File: src/shared/adc_seq_consts.vh
// named constants for the converter sequencer and its result read port
// assumes inclusion by bare name from the design files under logic/
`ifndef ADC_SEQ_CONSTS_VH
`define ADC_SEQ_CONSTS_VH

// ----------------------------------------------------------------
// timing in states of the system clock, full-rate peripheral clock
// ----------------------------------------------------------------
`define SYNC_DELAY_SLOW   9'h00A   // synchronisation delay, slow clock selection
`define SYNC_DELAY_FAST   9'h006   // synchronisation delay, fast clock selection
`define SAMPLE_SLOW       9'h050   // sampling time, 80 states
`define SAMPLE_FAST       9'h028   // sampling time, 40 states
`define STEP_SLOW         9'h010   // one approximation step, slow clock selection
`define STEP_FAST         9'h008   // one approximation step, fast clock selection
`define SAR_STEPS         4'hB     // ten bit trials plus one settle step
`define SAR_TOP_BIT       4'h9     // first bit tried
`define ZERO_DELAY        9'h000   // no synchronisation delay in a running scan
`define HANDOFF_TRIM      9'h003   // settle step shortened by the two relaunch edges

// ----------------------------------------------------------------
// result layout and reset values
// ----------------------------------------------------------------
`define RESULT_RESET      16'h0000 // result registers after reset or standby
`define RESULT_PAD        6'h00    // unused low bits of a left-justified result
`define BYTE_RESET        8'h00    // read data and holding latch after reset
`define CHAN_FIRST        2'h0     // first input of a group

`endif

File: src/logic/sar_engine.v
// successive-approximation timing engine: delay, sample, ten trials, settle
// assumes comp_in is the comparator output on the same clock as clk
`timescale 1ns/1ps
`include "adc_seq_consts.vh"

module sar_engine (
    input  wire       clk,        // system clock
    input  wire       reset_n,    // asynchronous reset, active low
    input  wire       go,         // pulse: begin a conversion
    input  wire       abort,      // level: drop any conversion in progress
    input  wire [8:0] delay_len,  // synchronisation delay in states, zero to skip
    input  wire [8:0] sample_len, // sampling time in states
    input  wire [8:0] step_len,   // states per approximation step
    input  wire       comp_in,    // comparator: input at or above trial code
    output reg        busy,       // conversion in progress
    output reg        sampling,   // sample-and-hold closed
    output reg  [9:0] trial_code, // code presented to the comparator
    output reg        done,       // pulse: result valid
    output reg  [9:0] result      // last finished result
);

    localparam [1:0] ST_IDLE   = 2'b00;
    localparam [1:0] ST_DELAY  = 2'b01;
    localparam [1:0] ST_SAMPLE = 2'b10;
    localparam [1:0] ST_CONV   = 2'b11;

    reg [1:0] state;
    reg [8:0] count;
    reg [3:0] step;

    // ----------------------------------------------------------------
    // sequence through delay, sample and trials
    // ----------------------------------------------------------------
    // each trial step ends by keeping or dropping the bit under trial; the settle step hands out the result
    always @(posedge clk or negedge reset_n) begin
        if (!reset_n) begin
            state      <= ST_IDLE;
            count      <= 9'h000;
            step       <= 4'h0;
            busy       <= 1'b0;
            sampling   <= 1'b0;
            trial_code <= 10'h000;
            done       <= 1'b0;
            result     <= 10'h000;
        end else begin
            done <= 1'b0;
            if (abort) begin
                state    <= ST_IDLE;
                busy     <= 1'b0;
                sampling <= 1'b0;
            end else begin
                case (state)
                    ST_IDLE: begin
                        if (go) begin
                            busy <= 1'b1;
                            if (delay_len == `ZERO_DELAY) begin
                                state    <= ST_SAMPLE;
                                sampling <= 1'b1;
                                count    <= sample_len - 9'h001;
                            end else begin
                                state <= ST_DELAY;
                                count <= delay_len - 9'h001;
                            end
                        end
                    end
                    ST_DELAY: begin
                        if (count == 9'h000) begin
                            state    <= ST_SAMPLE;
                            sampling <= 1'b1;
                            count    <= sample_len - 9'h001;
                        end else begin
                            count <= count - 9'h001;
                        end
                    end
                    ST_SAMPLE: begin
                        if (count == 9'h000) begin
                            state      <= ST_CONV;
                            sampling   <= 1'b0;
                            step       <= `SAR_TOP_BIT;
                            trial_code <= 10'h200;
                            count      <= step_len - 9'h001;
                        end else begin
                            count <= count - 9'h001;
                        end
                    end
                    ST_CONV: begin
                        if (count != 9'h000) begin
                            count <= count - 9'h001;
                        end else if (step == 4'hF) begin
                            // settle step over: hand the result out
                            state  <= ST_IDLE;
                            busy   <= 1'b0;
                            done   <= 1'b1;
                            result <= trial_code;
                        end else begin
                            // settle step gives back the two edges the sequencer needs
                            // to relaunch, so back-to-back scan conversions stay 256/128
                            if (step == 4'h0)
                                count <= step_len - `HANDOFF_TRIM;
                            else
                                count <= step_len - 9'h001;
                            step  <= step - 4'h1;
                            if (!comp_in)
                                trial_code[step] <= 1'b0;
                            if (step != 4'h0)
                                trial_code[step - 4'h1] <= 1'b1;
                        end
                    end
                    default: state <= ST_IDLE;
                endcase
            end
        end
    end

endmodule // sar_engine

File: src/logic/adc_sequencer.v
// control for an eight-input 10-bit converter: modes, start, flag, byte reads
// assumes control bits arrive as same-clock levels and pulses from the cpu side;
// only the trigger pin comes from outside the clock domain
`timescale 1ns/1ps
`include "adc_seq_consts.vh"

module adc_sequencer (
    input  wire       clk,                 // system clock, 40 MHz
    input  wire       reset_n,             // asynchronous reset, active low
    input  wire       standby,             // level: standby mode, clears state
    input  wire       half_rate_pclk,      // level: peripheral clock at half rate
    input  wire       start_set,           // pulse: software writes start bit 1
    input  wire       start_clear,         // pulse: software writes start bit 0
    input  wire       scan_mode,           // level: 1 scan, 0 single
    input  wire       fast_clock_select,   // level: shorter conversion time
    input  wire       group_select_bit,    // level: inputs 4-7 when 1
    input  wire       channel_select_bit1, // level: channel select bit 1
    input  wire       channel_select_bit0, // level: channel select bit 0
    input  wire       conv_irq_enable,     // level: interrupt enable
    input  wire       ext_trigger_enable,  // level: trigger pin may start
    input  wire       ext_trigger_n,       // pin: trigger, active low, asynchronous
    input  wire       status_read,         // pulse: status register read
    input  wire       flag_write_zero,     // pulse: zero written to the end flag
    input  wire       rd_upper,            // pulse: read upper result byte
    input  wire       rd_lower,            // pulse: read lower result byte
    input  wire [1:0] rd_sel,              // result register for an upper read
    input  wire       comp_in,             // comparator output, same clock
    output reg  [7:0] rd_data,             // read data, held until next read
    output reg        conv_start_bit,      // start bit as read back
    output reg        conv_end_flag,       // end flag as read back
    output reg        conv_end_irq,        // interrupt request, level
    output reg  [2:0] analog_select,       // input routed to sample-and-hold
    output reg        sample_hold,         // sample-and-hold closed
    output reg  [9:0] dac_code             // trial code for the comparator
);

    reg  [15:0] result_reg_a;  // input 0 or 4
    reg  [15:0] result_reg_b;  // input 1 or 5
    reg  [15:0] result_reg_c;  // input 2 or 6
    reg  [15:0] result_reg_d;  // input 3 or 7
    reg  [7:0]  hold_latch;
    reg  [1:0]  cur_chan;
    reg         scan_run;
    reg         flag_armed;
    reg  [2:0]  trig_sync;
    reg         eng_go;
    reg  [8:0]  eng_delay;
    wire        eng_busy;
    wire        eng_sampling;
    wire [9:0]  eng_code;
    wire        eng_done;
    wire [9:0]  eng_result;
    wire [1:0]  chan_bits;
    wire        trig_fall;
    wire        start_req;
    wire        flag_set;
    wire        last_chan;
    wire [8:0]  sample_len;
    wire [8:0]  step_len;
    wire [8:0]  delay_len;
    wire [15:0] rd_word;

    // ----------------------------------------------------------------
    // helpers
    // ----------------------------------------------------------------
    // doubles a state count when the peripheral clock runs at half rate
    function [8:0] scale;
        input [8:0] states;
        input       half;
        begin
            scale = half ? {states[7:0], 1'b0} : states;
        end
    endfunction

    // whole word of a selected result register
    function [15:0] pick;
        input [1:0]  sel;
        input [15:0] a;
        input [15:0] b;
        input [15:0] c;
        input [15:0] d;
        begin
            case (sel)
                2'h0:    pick = a;
                2'h1:    pick = b;
                2'h2:    pick = c;
                default: pick = d;
            endcase
        end
    endfunction

    // ----------------------------------------------------------------
    // timing selection
    // ----------------------------------------------------------------
    // fixed delay plus 256/128 states gives 266/134 states in all
    assign delay_len  = scale(fast_clock_select ? `SYNC_DELAY_FAST : `SYNC_DELAY_SLOW,
                              half_rate_pclk);
    assign sample_len = scale(fast_clock_select ? `SAMPLE_FAST : `SAMPLE_SLOW,
                              half_rate_pclk);
    assign step_len   = scale(fast_clock_select ? `STEP_FAST : `STEP_SLOW,
                              half_rate_pclk);

    // ----------------------------------------------------------------
    // start sources
    // ----------------------------------------------------------------
    // trigger pin passes two flops; the third holds the old level for the edge
    always @(posedge clk or negedge reset_n) begin
        if (!reset_n)
            trig_sync <= 3'b111;
        else
            trig_sync <= {trig_sync[1:0], ext_trigger_n};
    end

    assign trig_fall = ext_trigger_enable & trig_sync[2] & ~trig_sync[1];
    assign start_req = (start_set | trig_fall) & ~conv_start_bit;
    assign chan_bits = {channel_select_bit1, channel_select_bit0};
    assign last_chan = (cur_chan == chan_bits);
    assign flag_set  = eng_done & (~scan_mode | last_chan);

    // ----------------------------------------------------------------
    // start bit, scan position and engine launch
    // ----------------------------------------------------------------
    // a new start always reads the selection bits as they stand now
    always @(posedge clk or negedge reset_n) begin
        if (!reset_n) begin
            conv_start_bit <= 1'b0;
            scan_run       <= 1'b0;
            cur_chan       <= `CHAN_FIRST;
            eng_go         <= 1'b0;
            eng_delay      <= `ZERO_DELAY;
        end else if (standby) begin
            conv_start_bit <= 1'b0;
            scan_run       <= 1'b0;
            cur_chan       <= `CHAN_FIRST;
            eng_go         <= 1'b0;
            eng_delay      <= `ZERO_DELAY;
        end else begin
            eng_go <= 1'b0;
            if (start_clear) begin
                conv_start_bit <= 1'b0;
                scan_run       <= 1'b0;
            end else if (start_req) begin
                conv_start_bit <= 1'b1;
                scan_run       <= scan_mode;
                eng_go         <= 1'b1;
                eng_delay      <= delay_len;
                // scan begins at the group's first input; single takes the pick
                cur_chan <= scan_mode ? `CHAN_FIRST : chan_bits;
            end else if (eng_done) begin
                if (!scan_run) begin
                    conv_start_bit <= 1'b0;
                end else begin
                    // next input follows at once, no synchronisation delay
                    eng_go    <= 1'b1;
                    eng_delay <= `ZERO_DELAY;
                    cur_chan  <= last_chan ? `CHAN_FIRST : cur_chan + 2'h1;
                end
            end
        end
    end

    // ----------------------------------------------------------------
    // conversion engine
    // ----------------------------------------------------------------
    // clearing the start bit or standby aborts the running conversion
    sar_engine u_sar (
        .clk        (clk),
        .reset_n    (reset_n),
        .go         (eng_go),
        .abort      (start_clear | standby),
        .delay_len  (eng_delay),
        .sample_len (sample_len),
        .step_len   (step_len),
        .comp_in    (comp_in),
        .busy       (eng_busy),
        .sampling   (eng_sampling),
        .trial_code (eng_code),
        .done       (eng_done),
        .result     (eng_result)
    );

    // ----------------------------------------------------------------
    // analog-side outputs
    // ----------------------------------------------------------------
    // registered copies so the top outputs come from flops
    always @(posedge clk or negedge reset_n) begin
        if (!reset_n) begin
            analog_select <= 3'h0;
            sample_hold   <= 1'b0;
            dac_code      <= 10'h000;
        end else begin
            analog_select <= {group_select_bit, cur_chan};
            sample_hold   <= eng_sampling & eng_busy;
            dac_code      <= eng_code;
        end
    end

    // ----------------------------------------------------------------
    // result registers
    // ----------------------------------------------------------------
    // left-justified result written to the register of its input
    always @(posedge clk or negedge reset_n) begin
        if (!reset_n) begin
            result_reg_a <= `RESULT_RESET;
            result_reg_b <= `RESULT_RESET;
            result_reg_c <= `RESULT_RESET;
            result_reg_d <= `RESULT_RESET;
        end else if (standby) begin
            result_reg_a <= `RESULT_RESET;
            result_reg_b <= `RESULT_RESET;
            result_reg_c <= `RESULT_RESET;
            result_reg_d <= `RESULT_RESET;
        end else if (eng_done) begin
            case (cur_chan)
                2'h0:    result_reg_a <= {eng_result, `RESULT_PAD};
                2'h1:    result_reg_b <= {eng_result, `RESULT_PAD};
                2'h2:    result_reg_c <= {eng_result, `RESULT_PAD};
                default: result_reg_d <= {eng_result, `RESULT_PAD};
            endcase
        end
    end

    // ----------------------------------------------------------------
    // end flag and interrupt request
    // ----------------------------------------------------------------
    // clear needs a status read that saw the flag at 1; a set wins over it
    always @(posedge clk or negedge reset_n) begin
        if (!reset_n) begin
            conv_end_flag <= 1'b0;
            flag_armed    <= 1'b0;
            conv_end_irq  <= 1'b0;
        end else if (standby) begin
            conv_end_flag <= 1'b0;
            flag_armed    <= 1'b0;
            conv_end_irq  <= 1'b0;
        end else begin
            if (flag_set) begin
                conv_end_flag <= 1'b1;
            end else if (flag_write_zero && flag_armed) begin
                conv_end_flag <= 1'b0;
            end
            if (flag_set || (flag_write_zero && flag_armed))
                flag_armed <= 1'b0;
            else if (status_read && conv_end_flag)
                flag_armed <= 1'b1;
            conv_end_irq <= conv_irq_enable &
                            (flag_set | (conv_end_flag &
                             ~(flag_write_zero & flag_armed)));
        end
    end

    // ----------------------------------------------------------------
    // byte read port
    // ----------------------------------------------------------------
    // word addressed by an upper read
    assign rd_word = pick(rd_sel, result_reg_a, result_reg_b, result_reg_c, result_reg_d);

    // upper read fills the latch; lower read returns the latch only
    always @(posedge clk or negedge reset_n) begin
        if (!reset_n) begin
            rd_data    <= `BYTE_RESET;
            hold_latch <= `BYTE_RESET;
        end else if (rd_upper) begin
            rd_data    <= rd_word[15:8];
            hold_latch <= rd_word[7:0];
        end else if (rd_lower) begin
            rd_data <= hold_latch;
        end
    end

endmodule // adc_sequencer

File: config.mk
export PLATFORM = sky130hd
export DESIGN_NAME = adc_sequencer
export DESIGN_NICKNAME = d
export VERILOG_FILES = /design/src/logic/sar_engine.v /design/src/logic/adc_sequencer.v
export VERILOG_INCLUDE_DIRS = /design/src /design/src/shared
export SDC_FILE = /design/constraint.sdc
export NUM_CORES = 1
export LEC_CHECK = 0
export BUFFER_PORTS_ARGS = -buffer_cell sky130_fd_sc_hd__buf_2
export CAP_MARGIN = 5
export CORE_MARGIN = 8
export CORE_UTILIZATION = 54
export DETAILED_ROUTE_END_ITERATION = 12
export HOLD_SLACK_MARGIN = 0.12
export PLACE_DENSITY = 0.81
export SYNTH_ARGS = -nofsm -noshare
export SYNTH_HDL_FRONTEND = slang
export SYNTH_SLANG_ARGS = --single-unit
File: constraint.sdc
create_clock -name clk -period 1.99 [get_ports clk]
set_input_delay 0.398 -clock clk [delete_from_list [all_inputs] [get_ports clk]]
set_output_delay 0.398 -clock clk [all_outputs]
set_load 0.05 [all_outputs]
# After elaboration in Yosys (flattened, before gate mapping)
# Index checks and enable logic that the tools add are counted.
# Widths: inputs -> output; s select.
# classes
addsub	7
order_cmp	4
n_eq_ne	23
muxes	102
bitwise	21
n_reduce_logical	40
# ops
operator	n
$mux 16	12
$mux 9	12
$mux 10	9
$pmux 16 s3	1
$pmux 9 s4	1
$mux 1	35
$mux 2	14
$mux 8	3
$pmux 10 s2	1
$logic_not 9->1	2
$reduce_bool 3->1	6
$sub 9x1->9 const B	2
$mux 4	4
$reduce_and 5->1	3
$ne 3x1->1 const B	4
$reduce_bool 2->1	6
$reduce_bool 4->1	3
$and 10x10->10	1
$lt 4x5->1 const B	2
$mux 5	2
$not 10->10	1
$or 10x10->10	1
$reduce_and 2->1	5
$ne 3x2->1 const B	3
31 further kinds	64
# word_totals
regBits	152
inputBits	21
output_inout_bits	25

# Depth between registers and ports, before layout
# depth
depth_word	16
depth_mapped	10
ltp_nobuf	7

# Hierarchy
# Synthesis repeated with hierarchy kept, for this count alone.
# hier_totals
cells_unflattened	663
hier_area_um2	6392.4
# modules_own_cells
mod	instances	cells_per_inst	area_each_um2	seq_area_each_um2
adc_sequencer	1	297	3357.0	1980.6
sar_engine	1	366	3035.4	950.9

# Worst setup path after synthesis
# No wires, ideal clock.
# synth_path
path_kind	register -> register
from	register u_sar.count[0]
to	register u_sar.step[2]
setup_time_ns	0.121
arrival_time_ns	2.072
path_slack_ns	-0.203
path_stages_with_launch	10
n_path_buf	3
cell_sequence	dfrtp_1 -> inv_1 -> ha_1 -> or4b_1 -> clkbuf_1 -> nor2_1 -> buf_2 -> nand2_1 -> clkbuf_1 -> a22o_1
# synth_via
elab_chain_len	3
# synth_rtl
element	line	text
start, declared	sar_engine.v:28	reg [8:0] count;
start signal, assigned	sar_engine.v:59	count <= sample_len - 9'h001;
start signal, assigned	sar_engine.v:62	count <= delay_len - 9'h001;
start signal, assigned	sar_engine.v:70	count <= sample_len - 9'h001;
$reduce_bool 9->1 or $logic_not 9->1 (tied branches)	sar_engine.v:87, sar_engine.v:76	
$ne 2x2->1 (no line) or $ne 2x1->1 (tied branches)	-	
$reduce_and 5->1 (no line) *	-	
end signal, assigned	sar_engine.v:79	step <= `SAR_TOP_BIT;
end signal, assigned	sar_engine.v:102	step <= step - 4'h1;
end, declared	sar_engine.v:29	reg [3:0] step;
# Mark *: on every way between the ends. The rest lies on a longest branch, timed or not.
# A chain may end at the register's enable or synchronous reset.

# Final worst setup path
# layout_path
from	register u_sar.count[1]
to	register u_sar.state[1]
# layout_via
elab_chain_len	3
# layout_rtl
element	line	text
$logic_not 9->1 or $reduce_bool 9->1 (tied branches)	sar_engine.v:67, sar_engine.v:76, sar_engine.v:87	
$ne 3x1->1 (no line) or $ne 3x2->1 (tied branches)	-	
$reduce_and 5->1 (no line) *	-	
end signal, assigned	sar_engine.v:68	state <= ST_SAMPLE;
end signal, assigned	sar_engine.v:77	state <= ST_CONV;
end signal, assigned	sar_engine.v:91	state <= ST_IDLE;
end, declared	sar_engine.v:27	reg [1:0] state;
# Marks and branches as above.

==> impl_metrics.yaml <==
logic_synthesis:
  synthArstFlopShare_pct: 100.0
  yosysSeqAreaShare_pct: 51.25
  yosysWarningCount: 0
  syn_avg_cell_area_um2: 10.12
  syn_area_um2: 5720
  synth_top_cells_by_area: "dfrtp_1, nand2_1, a21oi_1, ha_1, mux4_2"
  synth-seq-cells: 117
  synth_nets: 608
  synth_ff_type: "dfrtp_1"
  yosysTopAreaCell: "dfrtp_1"
  synth-edff-count: 0
  yosysUniqueCellTypes: 64
  syn-instance-count: 565
  synth_top_area_share_pct: 49.87
layout:
  area_delta_synth_final_pct: 25.15
  fin_util_pct: 69.35
  fill_cells: 720
  drive_gt1_share_pct: 25.75
  nNetsFinal: 698
  antenna_cells: 0
  final_area_um2: 7159
cts:
  root_buffer: "clkbuf_8"
  cts_sinks: 117
  cts_tree: "yes"
  htree_levels: 4
  cts_buffers: 17
  cts_buffer_depth: 2
  clkTransAtPathRegs_ps: 60
  insertion_delay_ps: 520
timing:
  fmax_mhz: 498.7
  relSlewSlack_pct: 68.39
  tns_ps: -32.17
  worst_slew_pin_slew_ps: 473.0
  slew_violations: 0
  hold_slack_ps: 147.8
  fin_worst_skew_ps: 6.529
  final.period_utilization_pct: 100.8
  rsz0062_at_grt: "true"
  hold_viol: 0
  finalCriticalPeriod_ps: 2005
  setup_viol: 3
  fin_ws_ps: -15.40
route:
  viasPerCell: 5.828
  wl_per_cell_um: 17.84
  drt_iter0_markers: 414
  via_count: 4686
  drc: 0
  wl_um: 14340
  drtAntennaViolNets: 0
  first_pass_iters: 5
die:
  core_area_um2: 10320
  rows: 37
  die_w_um: 118.9
  dieArea_um2: 14140
  start_util_pct: 55.41
  die_h_um: 118.9
  ios: 46
setup_path:
  cp.required_ps: 2390
  crit_path_start_kind: "flip-flop"
  worstPathArrival_ps: 2400
  crit_path_end_kind: "flip-flop"
  critPathKind: "flip-flop to flip-flop"
  critPathMaxFanout: 8
place:
  dpl.hpwl_um: 9891
  placedInstanceArea_um2: 6399
  gp_congestion: 0.9277
  portBuffers: 45
grt:
  grt_pass1_wl_um: 24030
  overflow: 0
  antenna_found_initial: 0
  grt_usage_pct: 20.93
  grt_max_degree: 47
  grt_pass1_vias: 4895
power:
  p_per_area_nw_per_um2: 999.9
  leakage_nw: 3.284
  peakVddDrop_mv: 0.6975
hold_path:
  hold_path.class: "input port to flip-flop"
flow_run:
  drv_cap: 0
status:
  violations: "setup timing"
  status: "complete, but fails checks"
-- synthesized netlist by cell type (4+ instances only) --
library cell  number
dfrtp_1          114
nand2_1          110
a21oi_1           60
nor2_1            29
ha_1              22
o21ai_0           22
clkbuf_1          20
inv_1             20
a22o_1            13
mux2_2            11
mux4_2            10
and2_1             9
nand3_1            9
o21ai_1            9
mux2i_1            7
nor3_1             7
a21boi_0           5
nor2b_1            5
xor2_1             5
a31oi_1            4
buf_2              4
nand2b_1           4
o2bb2ai_1          4
o32ai_1            4
-- kinds of logic (layout without fill, tap and decap cells) --
logic type | Yosys count | after routing | synth area share (%)
buffers and inverters | 48 | 151 | 3.368
xor gates and xnor gates | 5 | 5 | 0.7655
DFF | 117 | 117 | 51.25
AOI/OAI and AO/OA | 153 | 153 | 17.13
and+or+nand+nor | 190 | 190 | 14.96
muxes | 30 | 30 | 7.721
adders and majority gates | 22 | 22 | 4.812
-- cells in the final DEF (no fill, tap or decap), types with 7 or more instances in the layout --
cell         n
a21oi_1     60
buf_4       46
buf_2       44
nand2_1    110
nor2_1      28
mux4_2      10
inv_1       18
dfrtp_1    114
nand3_1      9
o21ai_0     16
o21ai_1     13
clkbuf_16   16
mux2i_1      7
mux2_2      11
ha_1        20
a22o_1      13
and2_1       8
-- metrics by stage --
stage,total power [mW],cells,setup slack [ps]
2_1_floorplan,3.324,565,-102.6
3_3_place_gp,3.861,766,-65.52
3_5_place_dp,3.895,766,-104.3
4_1_cts,7.095,803,-12.29
5_1_grt,7.420,804,-75.60
6_report,7.159,804,-15.40
-- report_power, final --
group          switching, mW  internal [mW]
Combinational          0.744          0.602
Sequential             0.116           2.52
Clock                   1.13           2.05
Total                   1.99           5.17
-- registers in the layout, summed over array words and instances (netlist names), 2 cells and up --
| register | flops |
|---|---|
| u_sar.trial_code | 10 |
| u_sar.count | 9 |
| cur_chan | 2 |
| hold_latch | 2 |
| result_reg_c | 10 |
| eng_delay | 4 |
| analog_select | 3 |
| result_reg_a | 10 |
| u_sar.state | 2 |
| result_reg_d | 10 |
| result_reg_b | 10 |
| rd_data | 8 |
| u_sar.step | 4 |
| u_sar.result | 10 |
| dac_code | 10 |
| trig_sync | 3 |
-- critical path: stages (launching register included) --
cell	delay, ps
dfrtp_1	380
inv_2	80
ha_4	130
or4b_4	500
or2_4	330
o311a_4	330
mux2i_1	120
-- routing by layer --
metal	part of all wire, %	GRT usage [%]	up-vias	wire length (µm)
li1	-	-	2176	-
met5	0	0	-	0
met3	5.6	5.385	18	805
met2	51	35.68	155	7330
met4	1.4	8.063	0	204
met1	42	24.99	2337	6004
-- what timing repair did --
| action | in CTS | in global routing |
|---|---|---|
| gates resized for setup | 6 | 18 |
| hold buffers | 5 | 0 |
| pin swaps | 0 | 8 |
| endpoints found under the hold margin | 31 | 0 |
| buffers inserted | 0 | 1 |
| setup endpoints to repair | 16 | 26 |
-- final cells by class --
cell class | instances | area (µm²) | area share, %
Clock buffer | 18 | 417.9 | 5.837
Multi-Input combinational cell | 400 | 2686 | 37.52
Sequential cell | 117 | 2932 | 40.95
Timing Repair Buffer | 99 | 678.2 | 9.472
Inverter | 20 | 75.07 | 1.049
Tap cell | 136 | 170.2 | 2.377
Clock inverter | 14 | 200.2 | 2.796
-- final timing paths --
check	startpoint	to	slack [ps]	cells after the start
max in group asynchronous	reset_n	u_sar.result[1]	1020	3
min	scan_mode	scan_run	150	3
min in group asynchronous	reset_n	analog_select[2]	380	2
max reg2reg	u_sar.count[1]	u_sar.state[1]	-20	6
min reg2reg	trig_sync[0]	trig_sync[1]	350	0
max	u_sar.count[1]	u_sar.state[1]	-20	6
Power figures use the tool's default switching activity.
